--- config.mk ---
export PLATFORM = sky130hd
export DESIGN_NAME = low_power_wake_control
export DESIGN_NICKNAME = d
export VERILOG_FILES = /design/src/design/wake_pkg.sv /design/src/design/source_if.sv /design/src/design/source_router.sv /design/src/design/low_power_wake_control.sv
export SDC_FILE = /design/constraint.sdc
export NUM_CORES = 1
export LEC_CHECK = 0
export BUFFER_PORTS_ARGS = -buffer_cell sky130_fd_sc_hd__buf_2
export CAP_MARGIN = 20
export CORE_MARGIN = 10
export CORE_UTILIZATION = 54
export DETAILED_ROUTE_END_ITERATION = 12
export GPL_TIMING_DRIVEN = 0
export PLACE_DENSITY_LB_ADDON = 0.1
export SLEW_MARGIN = 20
export SYNTH_ARGS = -nofsm -noshare
export SYNTH_HDL_FRONTEND = slang
export SYNTH_SLANG_ARGS = --single-unit
--- constraint.sdc ---
create_clock -name aclk -period 2.9 [get_ports aclk]
set_input_delay 0.145 -clock aclk [delete_from_list [all_inputs] [get_ports aclk]]
set_output_delay 0.145 -clock aclk [all_outputs]
set_load 0.005 [all_outputs]
--- src/design/wake_pkg.sv ---
// package: register map, field positions and timing for the low-power wake controller
package wake_pkg;
  // ----------------------------------------------------------------
  // register byte addresses
  // ----------------------------------------------------------------
  localparam logic [7:0] ADDR_INTERRUPT_OPTION = 8'hc8;
  localparam logic [7:0] ADDR_EVENT_ENABLE = 8'hd0;
  localparam logic [7:0] ADDR_POWER_CONTROL = 8'hd4;
  localparam logic [7:0] ADDR_WAKE_STATUS = 8'hd8;
  // ----------------------------------------------------------------
  // field positions and reset values
  // ----------------------------------------------------------------
  localparam int OPT_LEVEL_SRC1 = 6;
  localparam int OPT_RISING_SRC2 = 5;
  localparam int OPT_GLOBAL_EN = 4;
  localparam logic [7:0] OPT_RESET = 8'h00;
  localparam int EN_TIMER = 0;
  localparam int EN_CONVERTER = 1;
  localparam int EN_RELOAD_OVF = 2;
  localparam int EN_COMPARE = 3;
  localparam int EN_RECEIVE = 4;
  localparam int EN_TRANSMIT = 5;
  localparam logic [7:0] EN_RESET = 8'h00;
  localparam int PWR_OSC_SELECT = 0;
  localparam logic [7:0] PWR_RESET = 8'h00;
  localparam int PORT_PINS = 12;
  // ----------------------------------------------------------------
  // timing
  // ----------------------------------------------------------------
  localparam int CLK_HZ = 25000000;
  localparam int STAB_TIME_US = 64;
  localparam int STAB_CYCLES = (CLK_HZ / 1000000) * STAB_TIME_US;
  localparam logic [11:0] STAB_LAST = 12'(STAB_CYCLES - 1);
  // ----------------------------------------------------------------
  // encodings
  // ----------------------------------------------------------------
  typedef enum logic [1:0] {MODE_NORMAL, MODE_IRQ, MODE_NMI} core_mode_t;
  typedef enum logic [1:0] {ST_RUN, ST_WAIT, ST_STOP, ST_STAB} power_state_t;
  localparam logic [1:0] RESP_OKAY = 2'b00;
  localparam logic [1:0] RESP_DECERR = 2'b11;
endpackage

--- src/design/source_if.sv ---
// interface: configuration in, interrupt source requests out, between controller and router
`timescale 1ns/1ps
interface source_if;
  logic level_src1;
  logic rising_src2;
  logic [7:0] event_en;
  logic ack;
  logic [2:0] ack_vector;
  logic [4:1] src_req;
  logic nmi_req;
  modport router (input level_src1, rising_src2, event_en, ack, ack_vector,
                  output src_req, nmi_req);
  modport ctrl (output level_src1, rising_src2, event_en, ack, ack_vector,
                input src_req, nmi_req);
endinterface

--- src/design/source_router.sv ---
// module: routes peripheral and pin events onto the nmi and four maskable sources
`timescale 1ns/1ps
module source_router
  import wake_pkg::*;
(
  // clock and reset
  input wire logic aclk,
  input wire logic aresetn,
  // peripheral event flags, same clock
  input wire logic timer_zero_flag,
  input wire logic converter_done_flag,
  input wire logic spi_done_flag,
  input wire logic reload_overflow_flag,
  input wire logic compare_match_flag,
  input wire logic byte_received_flag,
  input wire logic byte_sent_flag,
  // pins from outside, asynchronous
  input wire logic nmi_pin_n,
  input wire logic [wake_pkg::PORT_PINS-1:0] port_pins,
  input wire logic [wake_pkg::PORT_PINS-1:0] port_option,
  input wire logic [wake_pkg::PORT_PINS-1:0] port_data,
  // link to controller
  source_if.router src
);
  logic [PORT_PINS:0] meta_q, sync_q, prev_q;
  logic spi_prev_q, src1_latch_q, src2_latch_q, nmi_latch_q;
  logic pin_rise, pin_fall, spi_edge, nmi_edge;
  logic [PORT_PINS-1:0] pin_sel;

  // ----------------------------------------------------------------
  // two-stage synchronisers, then a history stage for edge detection
  // ----------------------------------------------------------------
  always_ff @(posedge aclk) begin
    if (!aresetn) begin
      meta_q <= '1;
      sync_q <= '1;
      prev_q <= '1;
    end else begin
      meta_q <= {nmi_pin_n, port_pins};
      sync_q <= meta_q;
      prev_q <= sync_q;
    end
  end

  // a pin takes part only when set up as input with interrupt
  assign pin_sel = port_option & ~port_data;
  assign pin_rise = |(pin_sel & sync_q[PORT_PINS-1:0] & ~prev_q[PORT_PINS-1:0]);
  assign pin_fall = |(pin_sel & ~sync_q[PORT_PINS-1:0] & prev_q[PORT_PINS-1:0]);
  assign nmi_edge = prev_q[PORT_PINS] & ~sync_q[PORT_PINS];
  assign spi_edge = spi_done_flag & ~spi_prev_q;

  // edge latches; a new edge in the acknowledge cycle wins over the clear
  always_ff @(posedge aclk) begin
    if (!aresetn) begin
      spi_prev_q <= 1'b0;
      src1_latch_q <= 1'b0;
      src2_latch_q <= 1'b0;
      nmi_latch_q <= 1'b0;
    end else begin
      spi_prev_q <= spi_done_flag;
      if (spi_edge)
        src1_latch_q <= 1'b1;
      else if (src.ack && src.ack_vector == 3'h1)
        src1_latch_q <= 1'b0;
      if (src.rising_src2 ? pin_rise : pin_fall)
        src2_latch_q <= 1'b1;
      else if (src.ack && src.ack_vector == 3'h2)
        src2_latch_q <= 1'b0;
      if (nmi_edge)
        nmi_latch_q <= 1'b1;
      else if (src.ack && src.ack_vector == 3'h0)
        nmi_latch_q <= 1'b0;
    end
  end

  // level sources pass straight through: source 1 ungated, sources 3 and 4 via their enable gates
  assign src.src_req[1] = src.level_src1 ? spi_done_flag : src1_latch_q;
  assign src.src_req[2] = src2_latch_q;
  assign src.src_req[3] = (timer_zero_flag & src.event_en[EN_TIMER])
    | (reload_overflow_flag & src.event_en[EN_RELOAD_OVF])
    | (compare_match_flag & src.event_en[EN_COMPARE]);
  assign src.src_req[4] = (converter_done_flag & src.event_en[EN_CONVERTER])
    | (byte_received_flag & src.event_en[EN_RECEIVE])
    | (byte_sent_flag & src.event_en[EN_TRANSMIT]);
  assign src.nmi_req = nmi_latch_q;
endmodule

--- src/design/low_power_wake_control.sv ---
// module: wait/stop power state control, wake-up and interrupt arbitration with axi4-lite regs
//
// Notes on behaviour
// - global enable masks all sources except the non-maskable one.
// - basic timer overflow, gated by its enable, drives maskable source 3.
// - converter end of conversion, gated by its enable, drives source 4.
// - wait halts the core; clock and peripherals keep running.
// - an enabled peripheral interrupt ends the wait state.
// - leaving wait resumes at once, no stabilisation delay.
// - stop halts the core and oscillator until interrupt or reset.
// - leaving stop waits a stabilisation delay before the first instruction.
// - with the watchdog active, stop behaves as wait.
// - any reset in a low-power state runs the normal reset.
// - from main routine the waking interrupt is serviced first.
// - from the nmi handler, wake continues with the next instruction.
// - from a maskable handler woken by maskable, the handler continues.
// - from a maskable handler woken by nmi, the nmi handler runs first.
// - with global enable clear, nothing but reset wakes the device.
// - wait and stop are skipped while an enabled request is pending.
// - interrupts and wake-ups never change the oscillator selection.
// - fixed priority, source 1 highest; maskable handlers never preempt each other.
// - the interrupt option register clears to zero on reset.
`timescale 1ns/1ps
module low_power_wake_control
  import wake_pkg::*;
(
  // clock and reset
  input wire logic aclk,
  input wire logic aresetn,
  // axi4-lite write address and data
  input wire logic [7:0] s_axi_awaddr,
  input wire logic s_axi_awvalid,
  output logic s_axi_awready,
  input wire logic [31:0] s_axi_wdata,
  input wire logic [3:0] s_axi_wstrb,
  input wire logic s_axi_wvalid,
  output logic s_axi_wready,
  // axi4-lite write response
  output logic [1:0] s_axi_bresp,
  output logic s_axi_bvalid,
  input wire logic s_axi_bready,
  // axi4-lite read
  input wire logic [7:0] s_axi_araddr,
  input wire logic s_axi_arvalid,
  output logic s_axi_arready,
  output logic [31:0] s_axi_rdata,
  output logic [1:0] s_axi_rresp,
  output logic s_axi_rvalid,
  input wire logic s_axi_rready,
  // core sequencer
  input wire logic wait_exec,
  input wire logic stop_exec,
  input wire wake_pkg::core_mode_t core_mode,
  input wire logic irq_ack,
  input wire logic [2:0] ack_vector,
  output logic core_halt,
  output logic resume_next,
  output logic irq_valid,
  output logic [2:0] irq_vector,
  // oscillator and watchdog
  input wire logic wdg_hw_option,
  input wire logic wdg_sw_enable,
  output logic osc_enable,
  output logic osc_select,
  // peripheral event flags
  input wire logic timer_zero_flag,
  input wire logic converter_done_flag,
  input wire logic spi_done_flag,
  input wire logic reload_overflow_flag,
  input wire logic compare_match_flag,
  input wire logic byte_received_flag,
  input wire logic byte_sent_flag,
  // pins
  input wire logic nmi_pin_n,
  input wire logic [wake_pkg::PORT_PINS-1:0] port_pins,
  input wire logic [wake_pkg::PORT_PINS-1:0] port_option,
  input wire logic [wake_pkg::PORT_PINS-1:0] port_data
);
  import wake_pkg::*;

  source_if src ();
  power_state_t state_q, state_d;
  logic [7:0] interrupt_option_q, event_enable_q, power_control_q;
  logic [11:0] stab_cnt_q;
  logic [7:0] aw_addr_q, ar_addr;
  logic [31:0] w_data_q;
  logic w_lane0_q, aw_full_q, w_full_q;
  logic wr_do, aw_hs, w_hs, ar_hs, wr_mapped;
  logic aw_full_d, w_full_d, bvalid_d, rvalid_d;
  logic global_en, grant_any, wake_ev, lp_cmd, to_run;
  logic [2:0] grant_vec;

  // ----------------------------------------------------------------
  // source routing
  // ----------------------------------------------------------------
  assign global_en = interrupt_option_q[OPT_GLOBAL_EN];
  assign src.level_src1 = interrupt_option_q[OPT_LEVEL_SRC1];
  assign src.rising_src2 = interrupt_option_q[OPT_RISING_SRC2];
  assign src.event_en = event_enable_q;
  assign src.ack = irq_ack;
  assign src.ack_vector = ack_vector;

  source_router router (
    .aclk(aclk),
    .aresetn(aresetn),
    .timer_zero_flag(timer_zero_flag),
    .converter_done_flag(converter_done_flag),
    .spi_done_flag(spi_done_flag),
    .reload_overflow_flag(reload_overflow_flag),
    .compare_match_flag(compare_match_flag),
    .byte_received_flag(byte_received_flag),
    .byte_sent_flag(byte_sent_flag),
    .nmi_pin_n(nmi_pin_n),
    .port_pins(port_pins),
    .port_option(port_option),
    .port_data(port_data),
    .src(src.router)
  );

  // ----------------------------------------------------------------
  // arbitration
  // ----------------------------------------------------------------
  // nmi beats everything except a running nmi handler; maskable sources only
  // from the main routine, so one maskable handler never preempts another
  always_comb begin
    grant_any = 1'b0;
    grant_vec = 3'h0;
    if (src.nmi_req && core_mode != MODE_NMI) begin
      grant_any = 1'b1;
      grant_vec = 3'h0;
    end else if (global_en && core_mode == MODE_NORMAL) begin
      if (src.src_req[1]) begin
        grant_any = 1'b1;
        grant_vec = 3'h1;
      end else if (src.src_req[2]) begin
        grant_any = 1'b1;
        grant_vec = 3'h2;
      end else if (src.src_req[3]) begin
        grant_any = 1'b1;
        grant_vec = 3'h3;
      end else if (src.src_req[4]) begin
        grant_any = 1'b1;
        grant_vec = 3'h4;
      end
    end
  end

  // wake-up needs the global enable even for the nmi
  assign wake_ev = global_en && (src.nmi_req || (|src.src_req));
  assign lp_cmd = wait_exec || stop_exec;

  // ----------------------------------------------------------------
  // power state machine
  // ----------------------------------------------------------------
  always_comb begin
    state_d = state_q;
    case (state_q)
      ST_RUN: begin
        if (lp_cmd && !grant_any) begin
          if (stop_exec && !(wdg_hw_option || wdg_sw_enable))
            state_d = ST_STOP;
          else
            state_d = ST_WAIT;
        end
      end
      ST_WAIT: begin
        if (wake_ev)
          state_d = ST_RUN;
      end
      ST_STOP: begin
        if (wake_ev)
          state_d = ST_STAB;
      end
      ST_STAB: begin
        if (stab_cnt_q == STAB_LAST)
          state_d = ST_RUN;
      end
      default: state_d = ST_RUN;
    endcase
  end

  // synchronous reset returns everything to run, from any state
  always_ff @(posedge aclk) begin
    if (!aresetn)
      state_q <= ST_RUN;
    else
      state_q <= state_d;
  end

  // stabilisation count runs only while the oscillator restarts
  always_ff @(posedge aclk) begin
    if (!aresetn)
      stab_cnt_q <= 12'h000;
    else if (state_q == ST_STAB)
      stab_cnt_q <= stab_cnt_q + 12'h001;
    else
      stab_cnt_q <= 12'h000;
  end

  assign to_run = (state_d == ST_RUN);

  // core and oscillator controls, all registered
  always_ff @(posedge aclk) begin
    if (!aresetn) begin
      core_halt <= 1'b0;
      osc_enable <= 1'b1;
      resume_next <= 1'b0;
      irq_valid <= 1'b0;
      irq_vector <= 3'h0;
    end else begin
      core_halt <= !to_run;
      osc_enable <= (state_d != ST_STOP);
      // one pulse when the core may fetch again, after a skip or a wake
      resume_next <= to_run && (lp_cmd && state_q == ST_RUN ? 1'b1 : state_q != ST_RUN);
      // the request shown after wake follows the core mode, which gives the
      // documented restart order for main, nmi and maskable handlers
      irq_valid <= to_run && grant_any && !irq_ack;
      irq_vector <= grant_vec;
    end
  end

  // ----------------------------------------------------------------
  // axi4-lite write path
  // ----------------------------------------------------------------
  assign aw_hs = s_axi_awvalid && s_axi_awready;
  assign w_hs = s_axi_wvalid && s_axi_wready;
  assign wr_do = aw_full_q && w_full_q && !s_axi_bvalid;
  assign aw_full_d = aw_hs || (aw_full_q && !wr_do);
  assign w_full_d = w_hs || (w_full_q && !wr_do);
  assign bvalid_d = wr_do || (s_axi_bvalid && !s_axi_bready);
  assign wr_mapped = (aw_addr_q == ADDR_INTERRUPT_OPTION) || (aw_addr_q == ADDR_EVENT_ENABLE)
    || (aw_addr_q == ADDR_POWER_CONTROL) || (aw_addr_q == ADDR_WAKE_STATUS);

  // address and data are held separately, so either may arrive first
  always_ff @(posedge aclk) begin
    if (!aresetn) begin
      aw_full_q <= 1'b0;
      w_full_q <= 1'b0;
      aw_addr_q <= 8'h00;
      w_data_q <= 32'h0000_0000;
      w_lane0_q <= 1'b0;
      s_axi_awready <= 1'b0;
      s_axi_wready <= 1'b0;
      s_axi_bvalid <= 1'b0;
      s_axi_bresp <= RESP_OKAY;
    end else begin
      aw_full_q <= aw_full_d;
      w_full_q <= w_full_d;
      if (aw_hs)
        aw_addr_q <= {s_axi_awaddr[7:2], 2'b00};
      if (w_hs) begin
        w_data_q <= s_axi_wdata;
        w_lane0_q <= s_axi_wstrb[0];
      end
      s_axi_awready <= !aw_full_d && !bvalid_d;
      s_axi_wready <= !w_full_d && !bvalid_d;
      s_axi_bvalid <= bvalid_d;
      if (wr_do)
        s_axi_bresp <= wr_mapped ? RESP_OKAY : RESP_DECERR;
    end
  end

  // register writes; only byte lane 0 carries data, the status word ignores writes
  always_ff @(posedge aclk) begin
    if (!aresetn) begin
      interrupt_option_q <= OPT_RESET;
      event_enable_q <= EN_RESET;
      power_control_q <= PWR_RESET;
    end else if (wr_do && w_lane0_q) begin
      case (aw_addr_q)
        ADDR_INTERRUPT_OPTION: interrupt_option_q <= w_data_q[7:0];
        ADDR_EVENT_ENABLE: event_enable_q <= w_data_q[7:0];
        ADDR_POWER_CONTROL: power_control_q <= w_data_q[7:0];
        default: ;
      endcase
    end
  end

  // oscillator choice is only ever changed by software
  always_ff @(posedge aclk) begin
    if (!aresetn)
      osc_select <= 1'b0;
    else
      osc_select <= power_control_q[PWR_OSC_SELECT];
  end

  // ----------------------------------------------------------------
  // axi4-lite read path
  // ----------------------------------------------------------------
  assign ar_hs = s_axi_arvalid && s_axi_arready;
  assign ar_addr = {s_axi_araddr[7:2], 2'b00};
  assign rvalid_d = ar_hs || (s_axi_rvalid && !s_axi_rready);

  // the option register is write-only and reads back as zero
  always_ff @(posedge aclk) begin
    if (!aresetn) begin
      s_axi_arready <= 1'b0;
      s_axi_rvalid <= 1'b0;
      s_axi_rdata <= 32'h0000_0000;
      s_axi_rresp <= RESP_OKAY;
    end else begin
      s_axi_arready <= !rvalid_d && !ar_hs;
      s_axi_rvalid <= rvalid_d;
      if (ar_hs) begin
        s_axi_rresp <= RESP_OKAY;
        case (ar_addr)
          ADDR_INTERRUPT_OPTION: s_axi_rdata <= 32'h0000_0000;
          ADDR_EVENT_ENABLE: s_axi_rdata <= {24'h00_0000, event_enable_q};
          ADDR_POWER_CONTROL: s_axi_rdata <= {24'h00_0000, power_control_q};
          ADDR_WAKE_STATUS: s_axi_rdata <= {24'h00_0000, src.nmi_req, src.src_req,
                                            1'b0, state_q};
          default: begin
            s_axi_rdata <= 32'h0000_0000;
            s_axi_rresp <= RESP_DECERR;
          end
        endcase
      end
    end
  end
endmodule

==> reports/results.txt <==
The die covers 13080 um2. The width of the die is 114.4 um. Clock-pin slew was measured on the worst setup and hold paths at 0.06 ns. At the worst endpoint, the required time is 3.27 ns.

The net count of the finished layout was 806. The min-delay analysis places its worst path in the category primary input to flip-flop. The number of port buffers is 105.

The post-route antenna net violation count is 0, and the number of vias per cell is 5.131. Post-CTS repair changed the size of 0 cells. The run gives 0 as the number of failing setup endpoints in the final timing report. The finished layout holds 814 standard cells, fillers aside. The synthesis-to-finish area growth was 37.05%; the number of violations reported at the end of detailed-routing iteration 0 was 187.

After detailed routing, the average wire length per cell comes to 15.45 um. The ratio of total power to cell area is 640.9 nW/um2. The run gives 12570 um as the final wirelength.

The run finished with clean final reports. Clock network latency to the later pin of the worst-skew pair: 0.51 ns. The count of mapped cells out of synthesis came out at 505.

The die extent in y was 114.4 um. STA classifies the critical path startpoint as a flip-flop. In the routed design, unresolved DRC markers number 0.

The I/O pin count is 162. Number of maximum-capacitance constraint violations: 0. The standard-cell row count was 34; the sequential fraction of design power was 39.9%. Of all nets on the critical path, the largest fanout is 5.

The number of antenna violations at the first check in global routing is 1, and the number of fill cells in the layout is 628. At the pin with the least slew margin, the transition time is 0.7033 ns. The final clock period utilization by the worst path was 70.91%; the total of warnings raised by yosys was 0. The worst setup path is captured at a flip-flop.

Final hold violation count: 0. Registers take 2322 um2. The critical path goes through a222oi_1, and4b_1, nand3_1, a21oi_2, nand4b_1. Counting flops with an async set or reset pin after synthesis yields a share of 0%. The first global-routing pass estimated 20560 um of wire. Root cell of the clock tree: clkbuf_8. The run gives 4388 as the via count of the first global-routing pass. Across the routed clock network, the largest skew measured is 0.008616 ns. Summing all multi-input logic gate instances after layout gives 2278 um2. The main flop type after synthesis is dfxtp_1.

Clock tree synthesis inserted a total of 17 buffers. The share of layout cells above drive strength 1 was 24.26%. No sink is reached through more buffers than the 2 on the longest clock path. The share of power burned in the clock network was 52.4%; the post-route met1 wirelength was 5156 um. In this design, the stage delay of the slowest critical-path cell is 0.65 ns. For the cts-stage hold buffer count, the log shows 40. The number of enable flip-flop cells after synthesis is 0, and the netlist area before placement is 4808 um2. The tools report the leakage power of the design as 2.807 nW. Wire segments on met3 add up to 808 um in the final route. The maximum level of the CTS H-tree was 4. The placed instances occupy a cell area of 5555 um2.

Routability-driven placement finished with a final weighted congestion of 0.7995. The largest net degree at the start of global routing was 17; the total vias in the final route was 4177. Setup repair after global routing left no endpoint under its margin.

For the highest clock frequency the design can meet, the log shows 486.3 MHz. The run gives 0 as the remaining global-route overflow. Cell type of the slowest stage on the worst timing path: a222oi_1. In the final timing run, aggregate negative setup slack is 0 ns. TritonCTS built the clock tree. For the worst setup path, the data arrival time is 2.42 ns. The average size of a mapped cell is 9.522 um2. The finished cells cover 6590 um2. The tools report the sequential element share of the synthesized area as 48.30%. Before antenna repair, the detailed router went through 5 iterations. Combinational logic is responsible for 7.7% of the overall power.

The total area inside the core boundary comes to 8678 um2. The number of setup buffers added after CTS is 0. The critical path in this run is classified as flip-flop to flip-flop.

The tools report the power dissipated by switching net loads as 0.9754 mW. After legalization and detailed placement, the total HPWL measured 9009 um. For this configuration, the core starts out at a cell density of 55.41%. Synthesis instantiated 52 different standard cells from the library. Counting instances, the worst hold path has a depth of 3. Counting tap cells, the placed design contains a total of 741 instances. The routed length on met2 is 6459 um.

The worst path in the final design needs a cycle of 2.057 ns, including I/O delays and setup. The tools report the overall routing resource usage as 19.20%. The highest layer touched by signal routing is met4.

Number of max-slew violations in the final report: 0. The tools report the remaining max-slew budget at the tightest pin as 53.11%. Cell internal power was estimated by the tool at 3.248 mW. Register bit total from synthesis: 116. Across the VDD grid, the largest voltage drop is 480.4 uV.

Clock tree synthesis found a total of 116 sinks. The depth of the worst register-to-register path was 5; the switching power as a share of total power was 23.10%.
logic make-up after synthesis:
kind of cell / share of synthesized area, %
AND/OR/NAND/NOR: 28.02
flip-flops: 48.30
AO/OA/AOI/OAI: 11.84
buffers and inverters: 6.115
multiplexers: 3.747
XOR/XNOR: 1.639
adder cells (fa/ha/maj): 0.2602
other: 0.07799
worst max-delay path: cells and delay by family (launching register included):
family | cells | cell delay, ns
and+or+nand+nor | 3 | 0.64
AOI/OAI and AO/OA | 2 | 0.93
DFF | 1 | 0.33
cells in the mapped netlist, types with 2 or more instances:
master / instances / area, um2
a211oi_1: 4 / 30.03
a21boi_0: 28 / 210.2
a21o_1: 3 / 22.52
a21oi_1: 8 / 40.04
a222oi_1: 2 / 20.02
a22oi_1: 7 / 52.55
and2_1: 5 / 31.28
and3_1: 3 / 18.77
and3b_1: 3 / 26.28
buf_4: 26 / 195.2
clkbuf_1: 17 / 63.81
dfxtp_1: 116 / 2322
inv_1: 7 / 26.28
mux2i_1: 18 / 180.2
nand2_1: 52 / 195.2
nand2b_1: 45 / 281.5
nand3_1: 13 / 65.06
nand3b_1: 4 / 30.03
nand4_1: 4 / 25.02
nor2_1: 23 / 86.33
nor2b_1: 27 / 168.9
nor3_1: 6 / 30.03
nor3b_1: 2 / 15.01
nor4_1: 5 / 31.28
nor4bb_1: 24 / 240.2
o21a_1: 3 / 22.52
o21ai_0: 17 / 85.08
o31ai_1: 2 / 15.01
xnor2_1: 4 / 35.03
xor2_1: 5 / 43.79
layout by cell type, fill, tap and decap left out, types with 2 or more instances in the layout:
master / n
dfxtp_1: 116
buf_2: 106
nand2_1: 52
nand2b_1: 45
dlygate4sd3_1: 40
a21boi_0: 28
nor2b_1: 27
buf_4: 26
nor4bb_1: 24
conb_1: 24
nor2_1: 23
mux2i_1: 18
clkbuf_1: 17
o21ai_0: 17
clkbuf_16: 16
nand3_1: 13
a21oi_1: 8
inv_1: 7
a22oi_1: 7
inv_6: 7
nor3_1: 6
and2_1: 5
xor2_1: 5
nor4_1: 5
nand3b_1: 4
nand4_1: 4
a211oi_1: 4
xnor2_1: 4
bufinv_16: 4
and3_1: 3
o21a_1: 3
and3b_1: 3
a21o_1: 3
a222oi_1: 2
o31ai_1: 2
nor3b_1: 2
clkinv_4: 2
cell type report:
class | count | share of cell area, %
plain buffers | 45 | 4.063
multi-input cells | 360 | 34.57
diodes | 1 | 0.03797
inverters | 7 | 0.3987
clock buffers | 17 | 6.284
repair buffers | 145 | 14.05
well taps | 108 | 2.051
flip-flops and latches | 116 | 35.24
clock inverters | 15 | 3.304
power groups by stage:
| stage | clock (mW) | combinational, mW | sequential (mW) |
|---|---|---|---|
| floorplan | 0 | 0.167 | 1.71 |
| global placement | 0 | 0.270 | 1.72 |
| detailed placement | 0 | 0.277 | 1.72 |
| CTS | 2.25 | 0.319 | 1.68 |
| global route | 2.31 | 0.358 | 1.69 |
| finish | 2.21 | 0.325 | 1.68 |
final timing paths:
kind	startpoint	endpoint	slack, ns
max	event_enable_q[0]	osc_enable	0.84
min	wait_exec	resume_next	0.04
max reg2reg	event_enable_q[0]	osc_enable	0.84
min reg2reg	router.meta_q[3]	router.sync_q[3]	0.40
through the flow:
stage	setup WS, ns	util (%)	hold slack (ns)	total power, mW
3_3_place_gp	0.9096	64.01	0.3246	1.985
3_5_place_dp	0.8594	64.01	0.3284	1.995
2_1_floorplan	1.195	-	0.2465	1.875
4_1_cts	0.8314	75.91	0.02476	4.248
6_report	0.8435	75.94	0.03679	4.223
5_1_grt	0.6603	75.94	0.04573	4.361
layer usage:
| layer | GRT usage [%] | up-vias |
|---|---|---|
| met3 | 6.656 | 15 |
| met5 | 0 | - |
| met1 | 20.99 | 1947 |
| met4 | 5.848 | 0 |
| met2 | 34.05 | 125 |
| li1 | - | 2090 |
state kept, by name, summed over array words and instances, names as in the netlist, 2 cells and up:
| register | cells |
|---|---|
| state_q | 2 |
| router.sync_q | 13 |
| w_data_q | 8 |
| interrupt_option_q | 3 |
| router.prev_q | 13 |
| irq_vector | 3 |
| router.meta_q | 13 |
| s_axi_rdata | 8 |
| event_enable_q | 8 |
| stab_cnt_q | 12 |
| aw_addr_q | 6 |
| power_control_q | 8 |
(Power assumes the default switching activity.)
